**config.mk**
```make
export PLATFORM = sky130hd
export DESIGN_NAME = dgb_bank
export DESIGN_NICKNAME = d
export VERILOG_FILES = /design/src/include/dgb_pkg.sv /design/src/dgb_bank.sv
export SDC_FILE = /design/constraint.sdc
export NUM_CORES = 1
export LEC_CHECK = 0
export BUFFER_PORTS_ARGS = -buffer_cell sky130_fd_sc_hd__buf_2
export CAP_MARGIN = 20
export CORE_ASPECT_RATIO = 0.6
export CORE_MARGIN = 2
export CORE_UTILIZATION = 56
export DETAILED_ROUTE_END_ITERATION = 10
export GPL_TIMING_DRIVEN = 0
export PLACE_DENSITY = 0.8
export SKIP_CTS_REPAIR_TIMING = 1
export SLEW_MARGIN = 20
export SYNTH_ARGS = -nofsm -noshare
export SYNTH_HDL_FRONTEND = slang
export SYNTH_SLANG_ARGS = --single-unit
```
**constraint.sdc**
```tcl
create_clock -name ref_clk -period 16.21 [get_ports ref_clk]
set_input_delay 3.242 -clock ref_clk [delete_from_list [all_inputs] [get_ports ref_clk]]
set_output_delay 3.242 -clock ref_clk [all_outputs]
set_load 0.01 [all_outputs]
```
**src/include/dgb_pkg.sv**
```systemverilog
// Package for the dedicated GPIO bank configuration block: offsets, resets and carrier types.
package dgb_pkg;

  // Register index width and data width of the register port.
  localparam int ADDR_W = 10;
  localparam int DATA_W = 16;

  // Register offsets, as register indices.
  localparam logic [9:0] OFF_FUNC_LO = 10'h3C0;
  localparam logic [9:0] OFF_DIR_LO = 10'h3C1;
  localparam logic [9:0] OFF_SET_LO = 10'h3C2;
  localparam logic [9:0] OFF_CLR_LO = 10'h3C3;
  localparam logic [9:0] OFF_STATE_LO = 10'h3C4;
  localparam logic [9:0] OFF_TRI_LO = 10'h3C5;
  localparam logic [9:0] OFF_DRIVE_MODE_LO = 10'h3C6;
  localparam logic [9:0] OFF_PULLUP_LO = 10'h3C7;
  localparam logic [9:0] OFF_PULLDOWN_LO = 10'h3C8;
  localparam logic [9:0] OFF_IRQ_MASK_LO = 10'h3C9;
  localparam logic [9:0] OFF_RISE_LO = 10'h3CA;
  localparam logic [9:0] OFF_FALL_LO = 10'h3CB;
  localparam logic [9:0] OFF_FUNC_HI = 10'h3CC;
  localparam logic [9:0] OFF_DIR_HI = 10'h3CD;
  localparam logic [9:0] OFF_SET_HI = 10'h3CE;

  // Reset values.
  localparam logic [15:0] RST_ZERO = 16'h0000;
  localparam logic [15:0] RST_PULLUP = 16'hFFFF;
  localparam logic [15:0] RST_RISE = 16'hFFFF;
  localparam logic [15:0] RST_FALL = 16'hFFFF;

  // One register access request.
  typedef struct packed {
    logic wr;
    logic rd;
    logic [9:0] addr;
    logic [15:0] wdata;
  } dgb_req_s;

  // Per-pin pad controls.
  typedef struct packed {
    logic [31:0] out;
    logic [31:0] oe_n;
    logic [31:0] pu_en;
    logic [31:0] pd_en;
  } dgb_pad_s;

endpackage : dgb_pkg

```
**src/dgb_bank.sv**
```systemverilog
// Dedicated GPIO bank: configuration registers, pad control and edge interrupts.
`timescale 1ns/1ps

module dgb_bank (
  // Clock and reset.
  input wire logic ref_clk,
  input wire logic rst,
  // Register port.
  input wire dgb_pkg::dgb_req_s req,
  output logic [15:0] rdata,
  output logic rvalid,
  // Pins.
  input wire logic [31:0] pin_in,
  output dgb_pkg::dgb_pad_s pad,
  output logic [31:0] dedicated_sel,
  // Pending interrupts, cleared by driving ones on irq_clear.
  input wire logic [31:0] irq_clear,
  output logic [31:0] irq_pending
);

  // Configuration registers; the lower bank has full sets, the upper a subset.
  logic [31:0] func_r;
  logic [31:0] dir_r;
  logic [15:0] tri_r;
  logic [15:0] drive_mode_r;
  logic [15:0] pullup_r;
  logic [15:0] pulldown_r;
  logic [15:0] irq_mask_r;
  logic [15:0] rise_r;
  logic [15:0] fall_r;
  logic [31:0] out_r;
  // Two-stage input synchroniser and previous sample.
  logic [31:0] sync1_r;
  logic [31:0] sync2_r;
  logic [31:0] prev_r;
  // Edge events and pin roles.
  logic [31:0] rise_ev;
  logic [31:0] fall_ev;
  logic [31:0] is_in;
  logic [31:0] is_out;
  logic [15:0] wd;

  assign wd = req.wdata;
  assign is_in = func_r & ~dir_r;
  assign is_out = func_r & dir_r;

  // Write-strobe decode used by many registers.
  function automatic logic hit(input dgb_pkg::dgb_req_s r, input logic [9:0] off);
    hit = r.wr && (r.addr == off);
  endfunction : hit

  // Function select and direction registers for both banks.
  // A pin belongs to this block only while its function-select bit is one; the direction bit
  // then decides whether it is a dedicated input or a dedicated output. Both reset to zero, so
  // after reset every pin is left with the shared function and nothing here drives it.
  always_ff @(posedge ref_clk or posedge rst) begin
    if (rst) begin
      func_r <= 32'h00000000;
      dir_r <= 32'h00000000;
    end else begin
      if (hit(req, dgb_pkg::OFF_FUNC_LO)) func_r[15:0] <= wd;
      if (hit(req, dgb_pkg::OFF_FUNC_HI)) func_r[31:16] <= wd;
      if (hit(req, dgb_pkg::OFF_DIR_LO)) dir_r[15:0] <= wd;
      if (hit(req, dgb_pkg::OFF_DIR_HI)) dir_r[31:16] <= wd;
    end
  end

  // Pad option registers of the lower bank.
  // These only store what software wrote; the pad process below decides, pin by pin, whether
  // a stored bit applies, so a pull-up bit of an output pin is kept but has no effect on the pad.
  // The pull-up bits reset to ones so that a pin handed over as an input is never left floating.
  always_ff @(posedge ref_clk or posedge rst) begin
    if (rst) begin
      tri_r <= dgb_pkg::RST_ZERO;
      drive_mode_r <= dgb_pkg::RST_ZERO;
      pullup_r <= dgb_pkg::RST_PULLUP;
      pulldown_r <= dgb_pkg::RST_ZERO;
    end else begin
      if (hit(req, dgb_pkg::OFF_TRI_LO)) tri_r <= wd;
      if (hit(req, dgb_pkg::OFF_DRIVE_MODE_LO)) drive_mode_r <= wd;
      if (hit(req, dgb_pkg::OFF_PULLUP_LO)) pullup_r <= wd;
      if (hit(req, dgb_pkg::OFF_PULLDOWN_LO)) pulldown_r <= wd;
    end
  end

  // Interrupt enable registers. Edge-enable bits of dedicated output pins are held, so a write
  // aimed at them does nothing; the mask register is stored as written because the edge logic
  // below ignores it for anything that is not a dedicated input.
  always_ff @(posedge ref_clk or posedge rst) begin
    if (rst) begin
      irq_mask_r <= dgb_pkg::RST_ZERO;
      rise_r <= dgb_pkg::RST_RISE;
      fall_r <= dgb_pkg::RST_FALL;
    end else begin
      if (hit(req, dgb_pkg::OFF_IRQ_MASK_LO)) irq_mask_r <= wd;
      if (hit(req, dgb_pkg::OFF_RISE_LO)) rise_r <= (wd & ~is_out[15:0]) | (rise_r & is_out[15:0]);
      if (hit(req, dgb_pkg::OFF_FALL_LO)) fall_r <= (wd & ~is_out[15:0]) | (fall_r & is_out[15:0]);
    end
  end

  // Output latch: set, clear and state writes touch output pins only.
  // Only one register index is written per cycle, so set, clear and state never meet here.
  // Bits of input pins keep their old value, which is what a later change of direction
  // will put on the pin; software should set the level before it turns a pin around.
  always_ff @(posedge ref_clk or posedge rst) begin
    if (rst) begin
      out_r <= 32'h00000000;
    end else begin
      if (hit(req, dgb_pkg::OFF_SET_LO)) out_r[15:0] <= out_r[15:0] | (wd & is_out[15:0]);
      if (hit(req, dgb_pkg::OFF_SET_HI)) out_r[31:16] <= out_r[31:16] | (wd & is_out[31:16]);
      if (hit(req, dgb_pkg::OFF_CLR_LO)) out_r[15:0] <= out_r[15:0] & ~(wd & is_out[15:0]);
      if (hit(req, dgb_pkg::OFF_STATE_LO)) begin
        out_r[15:0] <= (wd & is_out[15:0]) | (out_r[15:0] & ~is_out[15:0]);
      end
    end
  end

  // Input synchroniser; only the second stage and the previous sample feed edge logic.
  // The first stage may still be settling, so nothing but the second stage reads it.
  // The previous sample is one more stage, which gives an edge detector that compares two
  // settled values; an input change thus becomes visible as an edge one edge after capture.
  always_ff @(posedge ref_clk or posedge rst) begin
    if (rst) begin
      sync1_r <= 32'h00000000;
      sync2_r <= 32'h00000000;
      prev_r <= 32'h00000000;
    end else begin
      sync1_r <= pin_in;
      sync2_r <= sync1_r;
      prev_r <= sync2_r;
    end
  end

  // Edge qualification: only lower-bank input pins have enable registers here.
  // A pin qualifies when it is a dedicated input, its mask bit is set and the enable for the
  // direction of the change is set; with both enables set every change counts.
  // The upper bank has no mask or edge enables in this block, so its events stay at zero.
  assign rise_ev = {16'h0000, sync2_r[15:0] & ~prev_r[15:0] & rise_r & irq_mask_r & is_in[15:0]};
  assign fall_ev = {16'h0000, ~sync2_r[15:0] & prev_r[15:0] & fall_r & irq_mask_r & is_in[15:0]};

  // Sticky pending bits; a new event wins over a clear in the same cycle.
  // Letting the event win means that an edge arriving while software clears the previous one
  // is never lost; at worst software sees one extra interrupt that it can clear again.
  // Bits are cleared only by the clear input, never by reading or by changing the enables.
  always_ff @(posedge ref_clk or posedge rst) begin
    if (rst) begin
      irq_pending <= 32'h00000000;
    end else begin
      irq_pending <= (irq_pending & ~irq_clear) | rise_ev | fall_ev;
    end
  end

  // Read data: state returns pin levels, write-only registers read zero.
  // The data follows the index every cycle and is qualified by the one-cycle valid pulse.
  // The state read shows the synchronised level of dedicated pins, inputs and outputs alike,
  // so an output that an external load holds down reads as low although the latch is high.
  always_ff @(posedge ref_clk or posedge rst) begin
    if (rst) begin
      rdata <= 16'h0000;
      rvalid <= 1'b0;
    end else begin
      rvalid <= req.rd;
      unique case (req.addr)
        dgb_pkg::OFF_FUNC_LO: rdata <= func_r[15:0];
        dgb_pkg::OFF_FUNC_HI: rdata <= func_r[31:16];
        dgb_pkg::OFF_DIR_LO: rdata <= dir_r[15:0];
        dgb_pkg::OFF_DIR_HI: rdata <= dir_r[31:16];
        dgb_pkg::OFF_STATE_LO: rdata <= sync2_r[15:0] & func_r[15:0];
        dgb_pkg::OFF_TRI_LO: rdata <= tri_r;
        dgb_pkg::OFF_DRIVE_MODE_LO: rdata <= drive_mode_r;
        dgb_pkg::OFF_PULLUP_LO: rdata <= pullup_r;
        dgb_pkg::OFF_PULLDOWN_LO: rdata <= pulldown_r;
        dgb_pkg::OFF_IRQ_MASK_LO: rdata <= irq_mask_r;
        dgb_pkg::OFF_RISE_LO: rdata <= rise_r;
        dgb_pkg::OFF_FALL_LO: rdata <= fall_r;
        default: rdata <= 16'h0000;
      endcase
    end
  end

  // Pad drive: open-drain drives low only; tri-state releases; pulls as configured.
  // The output enable is active low and is low only while this block drives the pin.
  // An open-drain output at one is released and relies on the weak pull-up, which stays on
  // for it whatever the pull-up register says; input pulls apply to dedicated inputs only.
  // Pads of the upper bank have no tri-state, open-drain or pull control in this block.
  always_ff @(posedge ref_clk or posedge rst) begin
    if (rst) begin
      pad.out <= 32'h00000000;
      pad.oe_n <= 32'hFFFFFFFF;
      pad.pu_en <= {16'h0000, dgb_pkg::RST_PULLUP};
      pad.pd_en <= 32'h00000000;
      dedicated_sel <= 32'h00000000;
    end else begin
      dedicated_sel <= func_r;
      pad.out <= out_r;
      pad.oe_n[31:16] <= ~is_out[31:16];
      pad.oe_n[15:0] <= ~(is_out[15:0] & ~tri_r & ~(drive_mode_r & out_r[15:0]));
      pad.pu_en[31:16] <= 16'h0000;
      pad.pu_en[15:0] <= (pullup_r & is_in[15:0]) | (drive_mode_r & is_out[15:0]);
      pad.pd_en[31:16] <= 16'h0000;
      pad.pd_en[15:0] <= pulldown_r & is_in[15:0];
    end
  end

  // Assertions and covers. Pin 4 is the dedicated input that is toggled in use, pins 0 and 1
  // are dedicated outputs, pin 16 is an upper-bank output and pin 8 stays with the shared
  // function, so each check below but the synchroniser check on pin 7 watches a pin whose configuration really gets exercised.

  // A qualified rising edge on an unmasked dedicated input must leave a pending bit.
  a_rise_pend: assert property (@(posedge ref_clk) disable iff (rst)
    (is_in[4] && irq_mask_r[4] && rise_r[4] && sync2_r[4] && !prev_r[4]) |=> irq_pending[4])
    else $error("rising edge did not set pending");
  // A qualified falling edge must do the same.
  a_fall_pend: assert property (@(posedge ref_clk) disable iff (rst)
    (is_in[4] && irq_mask_r[4] && fall_r[4] && !sync2_r[4] && prev_r[4]) |=> irq_pending[4])
    else $error("falling edge did not set pending");
  // With the mask bit low an idle pending bit stays idle, whatever the pin does.
  a_mask_gate: assert property (@(posedge ref_clk) disable iff (rst)
    (!irq_mask_r[4] && !irq_pending[4] && !irq_clear[4]) |=> !irq_pending[4])
    else $error("masked pin raised interrupt");
  // A rise on a pin whose rising enable is off raises nothing, even with the mask set.
  a_edge_off: assert property (@(posedge ref_clk) disable iff (rst)
    (!rise_r[4] && sync2_r[4] && !prev_r[4] && !irq_pending[4] && !irq_clear[4]) |=> !irq_pending[4])
    else $error("disabled edge raised interrupt");
  // With both enables set, any change of the synchronised level is an interrupt.
  a_both_edges: assert property (@(posedge ref_clk) disable iff (rst)
    (is_in[4] && irq_mask_r[4] && rise_r[4] && fall_r[4] && sync2_r[4] != prev_r[4]) |=> irq_pending[4])
    else $error("both-edge interrupt missed");
  // A pending bit is sticky until a clear reaches it.
  a_pend_hold: assert property (@(posedge ref_clk) disable iff (rst)
    (irq_pending[4] && !irq_clear[4]) |=> irq_pending[4])
    else $error("pending bit dropped without clear");
  // A clear with no new event in the same cycle empties the bit.
  a_pend_clear: assert property (@(posedge ref_clk) disable iff (rst)
    (irq_clear[4] && !rise_ev[4] && !fall_ev[4]) |=> !irq_pending[4])
    else $error("clear did not empty pending bit");
  // A set write drives a dedicated output to one.
  a_set_drive: assert property (@(posedge ref_clk) disable iff (rst)
    (hit(req, dgb_pkg::OFF_SET_LO) && req.wdata[1] && is_out[1]) |=> out_r[1])
    else $error("set did not drive one");
  // A clear write drives a dedicated output to zero.
  a_clr_drive: assert property (@(posedge ref_clk) disable iff (rst)
    (hit(req, dgb_pkg::OFF_CLR_LO) && req.wdata[0] && is_out[0]) |=> !out_r[0])
    else $error("clear did not drive zero");
  // A state write must not disturb the output latch of an input pin.
  a_state_input: assert property (@(posedge ref_clk) disable iff (rst)
    (hit(req, dgb_pkg::OFF_STATE_LO) && !is_out[4]) |=> out_r[4] == $past(out_r[4]))
    else $error("state write moved an input pin");
  // An edge-enable write aimed at a dedicated output keeps the stored bit.
  a_edge_filter: assert property (@(posedge ref_clk) disable iff (rst)
    (hit(req, dgb_pkg::OFF_RISE_LO) && is_out[0]) |=> rise_r[0] == $past(rise_r[0]))
    else $error("edge enable of output pin changed");
  // A push-pull output that is not tri-stated is driven with its latched level.
  a_push_pull: assert property (@(posedge ref_clk) disable iff (rst)
    (is_out[0] && !drive_mode_r[0] && !tri_r[0]) |=> !pad.oe_n[0] && pad.out[0] == $past(out_r[0]))
    else $error("push-pull output not driven");
  // An open-drain output at one is released, with the weak pull-up holding the line.
  a_od_high: assert property (@(posedge ref_clk) disable iff (rst)
    (is_out[1] && drive_mode_r[1] && out_r[1]) |=> pad.oe_n[1] && pad.pu_en[1])
    else $error("open-drain drove high");
  // A tri-stated pin is never driven.
  a_tri_rel: assert property (@(posedge ref_clk) disable iff (rst)
    tri_r[0] |=> pad.oe_n[0])
    else $error("tri-state pin driven");
  // A dedicated input with its pull-up bit set gets the pull-up.
  a_pu_input: assert property (@(posedge ref_clk) disable iff (rst)
    (is_in[4] && pullup_r[4]) |=> pad.pu_en[4])
    else $error("pull-up missing");
  // A dedicated input with its pull-down bit set gets the pull-down.
  a_pd_input: assert property (@(posedge ref_clk) disable iff (rst)
    (is_in[4] && pulldown_r[4]) |=> pad.pd_en[4])
    else $error("pull-down missing");
  // A pin left with the shared function is neither driven nor pulled by this block.
  a_shared_idle: assert property (@(posedge ref_clk) disable iff (rst)
    !func_r[8] |=> pad.oe_n[8] && !pad.pu_en[8] && !pad.pd_en[8])
    else $error("shared pin touched");
  // A dedicated output of the upper bank is driven.
  a_upper_out: assert property (@(posedge ref_clk) disable iff (rst)
    is_out[16] |=> !pad.oe_n[16])
    else $error("upper output not driven");
  // A rise on the pin reaches the second synchroniser stage two edges later.
  a_sync_path: assert property (@(posedge ref_clk) disable iff (rst)
    $rose(pin_in[7]) |-> ##2 sync2_r[7])
    else $error("sync latency wrong");

  // Covers for the main scenarios: both edge kinds, upper set, state write, open-drain high.
  c_rise: cover property (@(posedge ref_clk) disable iff (rst) rise_ev[4]);
  c_fall: cover property (@(posedge ref_clk) disable iff (rst) fall_ev[4]);
  c_set: cover property (@(posedge ref_clk) disable iff (rst) hit(req, dgb_pkg::OFF_SET_HI));
  c_state_wr: cover property (@(posedge ref_clk) disable iff (rst) hit(req, dgb_pkg::OFF_STATE_LO));
  c_od_high: cover property (@(posedge ref_clk) disable iff (rst) is_out[1] && drive_mode_r[1] && out_r[1]);

endmodule : dgb_bank

```
* Yosys cells after proc, flatten, opt, wreduce, memory -nomap -nowiden
Cells that the tools add are included.
W data, S select, Z words.
** Cells by class
- Equality and inequality tests :: 15
- Mux-type cells :: 4
- Bitwise gates (word level) :: 43
- Reductions and logical operators :: 16
** Operators by type and width (count)
- $and A16 B16 Y16 :: 23
- $pmux W16 S12 :: 1
- $eq A10 B10 Y1 const B :: 15
- $not A16 Y16 :: 9
- $or A16 B16 Y16 :: 6
- $and A32 B32 Y32 :: 2
- $or A32 B16 Y32 :: 2
- $mux W16 :: 3
- $not A32 Y32 :: 1
- $logic_and A1 B1 Y1 :: 15
- $reduce_bool A3 Y1 :: 1
** Word-level totals
- Register bits :: 433
- Bits of input ports :: 94
- Output and inout port bits :: 209
- Word-level logic and storage cells :: 102

* Longest topological paths before layout
Gate-level depths: netlist of run 1.
- Depth in word-level cells :: 7
- Depth in mapped cells :: 8
- Mapped depth without buffers :: 5

* Worst setup path after synthesis of run 1
OpenSTA, ideal clock, no wires.
- Kind :: input -> register
- From :: input req[20] in the netlist's numbering
- To :: register dir_r[0]
- Library setup time :: 0.125 ns
- Data arrival time :: 4.836 ns
- Required time :: 16.085 ns
- Slack :: 11.250 ns
- Cell stages on the path :: 7
- Buffers on the path :: 3
- Cells stage by stage :: nand4bb_1 > buf_2 > or2_4 > buf_6 > nor3_4 > buf_4 > mux2_2
** On the way
- Longest elaborated chain between the ends :: 2
** Ends and longest elaborated chain
- start, declared :: line dgb_bank.sv:9 : input wire dgb_pkg::dgb_req_s req,
- $eq A10 B10 Y1 :: line dgb_bank.sv:49 : hit = r.wr && (r.addr == off);
- $logic_and A1 B1 Y1 :: line dgb_bank.sv:49
- end signal, assigned :: line dgb_bank.sv:63 : if (hit(req, dgb_pkg::OFF_DIR_LO)) dir_r[15:0] <= wd;
- end, declared :: line dgb_bank.sv:23 : logic [31:0] dir_r;
Every way passes these cells.
A chain may end at the register's enable or synchronous reset.

* Worst setup path in the final report of run 1
- From :: input req[20] in the netlist's numbering
- To :: register dir_r[26]
The elaborated chain is that of the path after synthesis.

==> run summary, run 1 <==
Minimum hold slack = 0.349 ns
Synth top area share = 0.487
H-tree levels = 2
Pwr dens = 107 nW/um^2
Hold Path Class = register to register
Post-synthesis mux area share = 0.156
Ys async rst share = 1.00
Max_slew headroom = 0.211
Arrival time worst endpoint = 6.25 ns
Finished Core Util = 0.688
GP Congestion = 0.971
Logic pwr share = 0.043
CTS tree = done
Required @ worst endpoint = 16.64 ns
P_int = 0.00173 W
Final Setup Violations = 0
RSZ-0062 raised after global routing = no
Sequential area share after synthesis = 0.632
Synth Register Bits = 433
Post-Synth XOR/XNOR Area = 0.000506
Routed len/inst = 24.8 um
Max frequency = 172 MHz
DR iter-0 viols = 1,745
Synth warn = 0
Top cells by area, synth = dfrtp_1 49%, dfstp_2 15%, mux2_2 11%
First-pass GRT wire length = 76.1 mm
Clock power frac = 0.458
Worst-path fanout max = 10
Placed instance area = 19,300 sq um
Hpwl dp = 34.7 mm
CTS buffer count = 39
Synth Area in Compound Gates = 0.0737
Core Region = 30,200 sq um
Layout Nets = 1,699
Sequential power share = 0.499
Final instance area = 20,700 sq um
Layout cells sized above 1 = 0.421
Area Growth Syn to Fin = 19.8%
Starting density of the core = 0.574
Final wirelength = 50.6 mm
Top_reg_cell synth = dfrtp_1
Fin. Hold Viols = 0
Maximum VDD drop = 0.0000830 V
Total number of vias = 12,403
CP startpoint kind = primary input
Clk slew on worst S/H paths = 0.07 ns
Die span in x = 231 um
Synth Area in Simple Gates = 0.102
Gr usage total = 0.317
Crit path kind = primary input to register
MaxCap Viol Count = 0
Remaining global-route overflow = 0
Endpoint class of the critical path = register
Switch share = 0.220
Clock skew = 0.0167 ns
Placed Cells = 1,972
Initial antenna violation count = 1
IO Pins = 303
Die area = 32,400 sq um
Final Instance Count excl. Fillers = 2,042
Synthesized instance count = 1,276
Vias in the first global route = 12,299
Clk sink count = 433
Final period util = 0.359
Largest family of logic cells by synthesized area = multiplexers
Number of synthesized flops with an enable pin = 0
Vias per cell = 6.07
Pin count of the biggest net entering global routing = 109
Post-synthesis cell type count = 62
Outcome = finished, final reports clean
Clock latency on the worst-skew pair = 0.56 ns
Clock Tree Root = clkbuf_16
Adder-cell share of the synthesized area = 0
Pleak = 10.2 nW
Row cnt = 49
Top-count cell post-synth = dfrtp_1
Worst slew pin tran = 1.18 ns
Fillers = 2,137
Commonest cells post-synth = 337 x dfrtp_1, 165 x mux2_2, 122 x nand2_1
Synth Cell Area = 17,300 sq um
Drt pass-1 iters = 6
Synth area leader = dfrtp_1
Die height = 140 um
Slew Viols, Final = 0
Net switching power = 0.000490 W
Diode count = 0
Drt drc = 0
Syn Area/Cell = 13.6 sq um
DRT antenna net count = 0
Clock buffer depth = 3
Post-layout min period = 5.82 ns
Buffers added on ports = 252
stage by stage:
| step | setup TNS [ns] | power, W | setup WS [ns] |
|---|---|---|---|
| after floorplan | 0 | 0.00118 | 1.07 |
| after global placement | -953.33 | 0.00122 | -2.88 |
| after detailed placement | 0 | 0.00122 | 10.00 |
| after CTS | 0 | 0.00223 | 10.54 |
| after global routing | 0 | 0.00229 | 10.43 |
| final | 0 | 0.00223 | 10.39 |
layer usage:
| metal | share of wire | routed length [um] | track usage | vias up |
|---|---|---|---|---|
| li1 | - | - | - | 5211 |
| met1 | 0.42 | 21300 | 0.471 | 6304 |
| met2 | 0.43 | 22000 | 0.452 | 757 |
| met3 | 0.11 | 5610 | 0.0855 | 129 |
| met4 | 0.033 | 1670 | 0.111 | 2 |
| met5 | 0.0011 | 55 | 0.0119 | - |
placed cells by master, fill, tap and decap left out, types with 6 or more instances in the layout:
cell       synthesis  routed
nand3_1           23      23
nand4_1           21      21
a32oi_1           16      16
a211o_1           17      17
clkbuf_1          29      34
o22ai_1            8       8
a21oi_1           19      19
clkinv_2           0      10
clkbuf_16          0      39
o21ai_0           57      57
conb_1             1      32
nor2b_1           36      36
buf_4             36      36
dfstp_2           96      96
and3b_1           16      16
nand3b_1          17      17
nand4b_1          17      17
bufinv_16          0       9
buf_2             19     272
mux2_2           165     165
mux2i_1           43      43
dfrtp_1          337     337
a31oi_1            6       6
mux2_4            20      20
nand2_1          122     122
nor3_1            10       8
a22oi_1           18      18
a41o_1            16      16
inv_1             19      18
nor2_1            16      15
area by class of cell:
cell class                      instances  area, sq um  share of cell area
Buffer                                 92          534              0.0258
Multi-Input combinational cell        762         5890               0.284
Tap cell                              408          510              0.0246
Clock buffer                           48         1050              0.0506
Sequential cell                       433        11000               0.528
Inverter                               20         82.6             0.00398
Timing Repair Buffer                  257         1380              0.0663
Clock inverter                         22          349              0.0168
path summary, 6_finish.rpt:
| path | start | endpoint | slack (ns) | depth (start not counted) |
|---|---|---|---|---|
| max | req[20] | dir_r[26]$_DFFE_PP0P_ | 10.39 | 8 |
| max reg2reg | func_r[7]$_DFFE_PP0P_ | rdata[7]$_DFF_PP0_ | 14.54 | 4 |
| min reg2reg | sync1_r[0]$_DFF_PP0_ | sync2_r[0]$_DFF_PP0_ | 0.35 | 0 |
| min in group asynchronous | rst | out_r[22]$_DFFE_PP0P_ | 2.74 | 2 |
| min | sync1_r[0]$_DFF_PP0_ | sync2_r[0]$_DFF_PP0_ | 0.35 | 0 |
| max in group asynchronous | rst | pad[68]$_DFF_PP1_ | 12.15 | 4 |
critical path: stages:
cell	delay (ns)
buf_2	0.10
nand4bb_1	0.26
buf_2	0.24
nor2_2	0.45
nand3_1	0.27
nor2_2	0.68
buf_2	0.60
mux2_2	0.41
logic make-up (layout without fill, tap and decap cells):
kind of cell | Yosys count | after routing
and+or+nand+nor | 312 | 312
buffers and inverters | 112 | 439
muxes | 233 | 233
other | 1 | 32
xor gates and xnor gates | 1 | 1
AOI/OAI and AO/OA | 184 | 184
DFF | 433 | 433
power groups by stage:
stage,clock (W),sequential [W],combinational [W]
detailed placement,0,0.00113,0.0000945
global route,0.00107,0.00111,0.000104
floorplan,0,0.00112,0.0000560
CTS,0.00103,0.00111,0.0000948
global placement,0,0.00113,0.0000887
finish,0.00102,0.00111,0.0000966
Power figures use the tool's default switching activity.
==> run 2, diff against run 1 <==
--- a/config.mk
+++ b/config.mk
@@ -9,10 +9,10 @@
 export CAP_MARGIN = 20
 export CORE_ASPECT_RATIO = 0.6
 export CORE_MARGIN = 2
-export CORE_UTILIZATION = 56
+export CORE_UTILIZATION = 50
 export DETAILED_ROUTE_END_ITERATION = 10
 export GPL_TIMING_DRIVEN = 0
-export PLACE_DENSITY = 0.8
+export PLACE_DENSITY = 0.75
 export SKIP_CTS_REPAIR_TIMING = 1
 export SLEW_MARGIN = 20
 export SYNTH_ARGS = -nofsm -noshare
==> constraint.sdc (replaced) <==
create_clock -name ref_clk -period 5 [get_ports ref_clk]
set_input_delay 1 -clock ref_clk [delete_from_list [all_inputs] [get_ports ref_clk]]
set_output_delay 1 -clock ref_clk [all_outputs]
set_load 0.01 [all_outputs]
==> run 2 against run 1 <==
Critical path type unchanged. Critical path depth is the same. Clock skew decreased by 0.0022 ns. Largest power group unchanged. Sequential share of layout area is 0.93 points lower. Largest cell class unchanged. Via count fell by 0.86%. Design area increased by 1.8%. Highest routed layer is now met4.
==> run summary, run 2 (synthesized netlist as in run 1, its figures left out) <==
Row cnt = 52 (+6.1%)
Final Instance Count excl. Fillers = 2,110 (+3.3%)
Initial antenna violation count = 3 (+2)
Remaining global-route overflow = 0 (unchanged)
Setup Slack @ Placement = 1.09 ns (-8.91 ns)
Switch share = 0.224 (+0.00331)
Critical path's largest stage delay = 0.64 ns (-0.04 ns)
Clk slew on worst S/H paths = 0.06 ns (about the same)
Logic pwr share = 0.045 (+0.002)
Setup WS post-layout = 1.52 ns (-8.87 ns)
Worst slew pin tran = 1.19 ns (+0.0104 ns)
Final Setup Violations = 0 (unchanged)
Core Region = 33,900 sq um (+12%)
Final period util = 0.697
GP Congestion = 0.977 (+0.54%)
Final wirelength = 51.5 mm (+1.8%)
Pin count of the biggest net entering global routing = 39 (-64%)
First-pass GRT wire length = 76.9 mm (+1.1%)
Vias per cell = 5.83 (-4.1%)
Placed instance area = 19,600 sq um (+1.2%)
Commonest cells after routing, fill and taps aside = 337 x dfrtp_1, 271 x buf_2, 165 x mux2_2, 122 x nand2_1, 96 x dfstp_2
Clock latency on the worst-skew pair = 0.55 ns (about the same)
Pwr dens = 352 nW/um^2 (+230%)
Hold Path Class = register to register
Max_slew headroom = 0.200 (-0.0106)
Worst-path fanout max = 10 (unchanged)
Sequential power share = 0.484 (-0.015)
Hold_sp = sync1_r[14]$_DFF_PP0_
Placed Cells = 2,032 (+3.0%)
Max frequency = 287 MHz
RSZ-0062 raised after global routing = no
Endpoint class of the critical path = register
Worst R2R End = rdata[8]$_DFF_PP0_
WP buf/inv = 3 (unchanged)
Clk sink count = 433 (unchanged)
Pleak = 10.3 nW (+1.2%)
Reg2reg start = func_r[24]$_DFFE_PP0P_
CP top delay family = simple AND/OR/NAND/NOR gates
Final instance area = 21,100 sq um (+1.8%)
Min-Delay Endpoint = sync2_r[14]$_DFF_PP0_
Leading cell type in the layout, fill and taps excluded = dfrtp_1
Routed len/inst = 24.4 um (-1.5%)
Hold depth = 0 (unchanged)
CTS tree = done
Area Growth Syn to Fin = 21.9%
Vias in the first global route = 12,415 (+0.94%)
Slew Viols, Final = 0 (unchanged)
Outcome = finished, final reports clean
Required @ worst endpoint = 5.43 ns (-11.21 ns)
Clock buffer depth = 3 (unchanged)
DRT antenna net count = 0 (unchanged)
Layout Nets = 1,710 (+0.65%)
Drt drc = 0 (unchanged)
Most common cell on crit path = buf_2
FF-to-FF path depth = 4 (unchanged)
Fin. Hold Viols = 0 (unchanged)
Die area = 36,200 sq um (+12%)
Arrival time worst endpoint = 3.92 ns (-2.33 ns)
MaxCap Viol Count = 0 (unchanged)
IO Pins = 303 (unchanged)
DR iter-0 viols = 1,395 (-20%)
CP startpoint kind = primary input
Clock power frac = 0.471 (+0.013)
Clock skew = 0.0145 ns (-0.00221 ns)
Clock Tree Root = clkbuf_16
CTS buffer count = 41 (+5.1%)
Starting density of the core = 0.511 (-0.0633)
Hpwl dp = 35.7 mm (+2.9%)
Layout cells sized above 1 = 0.427 (+0.00587)
H-tree levels = 2 (unchanged)
Maximum VDD drop = 0.000277 V (+230%)
Worst path slowest cell = nor2_2
Crit path kind = primary input to register
Post-layout min period = 3.48 ns
Net switching power = 0.00166 W (+240%)
Die span in x = 244 um (+5.7%)
R2R setup slack = 3.35 ns (-11.19 ns)
Minimum hold slack = 0.349 ns (-0.000476 ns)
Finished Core Util = 0.623 (-0.0648)
Die height = 148 um (+5.7%)
Gr usage total = 0.284 (-0.0334)
Buffers added on ports = 252 (unchanged)
CP Cell Sequence = buf_2 > nand4bb_1 > buf_2 > nor2_2 > nand3_1 > nor2_2 > buf_2 > mux2_2
P_int = 0.00577 W (+230%)
Drt pass-1 iters = 6 (unchanged)
Total number of vias = 12,296 (-0.86%)
run 2: metrics by stage:
stage | setup TNS, ns | power, W
after floorplan | -612.89 | 0.00383
after global placement | -1499.75 | 0.00395
after detailed placement | 0 | 0.00398
after CTS | 0 | 0.00747
after global routing | 0 | 0.00766
final | 0 | 0.00743
run 2: how the worst max path moves through the flow:
stage | depth (start not counted) | startpoint | end | slack [ns]
floorplan | 1 | rst | async pin | -1.77
global placement | 2 | rst | irq_pending[12]$_DFF_PP0_ | -3.98
detailed placement | 8 | req[20] | dir_r[24]$_DFFE_PP0P_ | 1.09
CTS | 8 | req[20] | dir_r[17]$_DFFE_PP0P_ | 1.67
global route | 8 | req[20] | dir_r[31]$_DFFE_PP0P_ | 1.54
finish | 8 | req[20] | dir_r[17]$_DFFE_PP0P_ | 1.52
run 2: cell type report:
type                    count  area [sq um]
diodes                      2          5.00
plain buffers              92           534
clock buffers              51          1140
clock inverters            25           384
fillers                  2609         12800
inverters                  20          78.8
multi-input cells         762          5900
flip-flops and latches    433         11000
well taps                 459           574
repair buffers            266          1550
run 2: metal layers:
metal  up-vias  wire, um  GRT usage
met5         -         0          0
met4         0      1660      0.102
met3       137      5810     0.0882
met2       730     22400      0.409
met1      6211     21700      0.407
li1       5218         -          -
run 2: power groups by stage:
stage	Combinational [W]	Clock, W	Sequential (W)
4_1_cts	0.000327	0.00355	0.00360
5_1_grt	0.000357	0.00370	0.00360
3_3_place_gp	0.000289	0	0.00366
2_1_floorplan	0.000182	0	0.00365
6_report	0.000332	0.00350	0.00360
3_5_place_dp	0.000325	0	0.00366
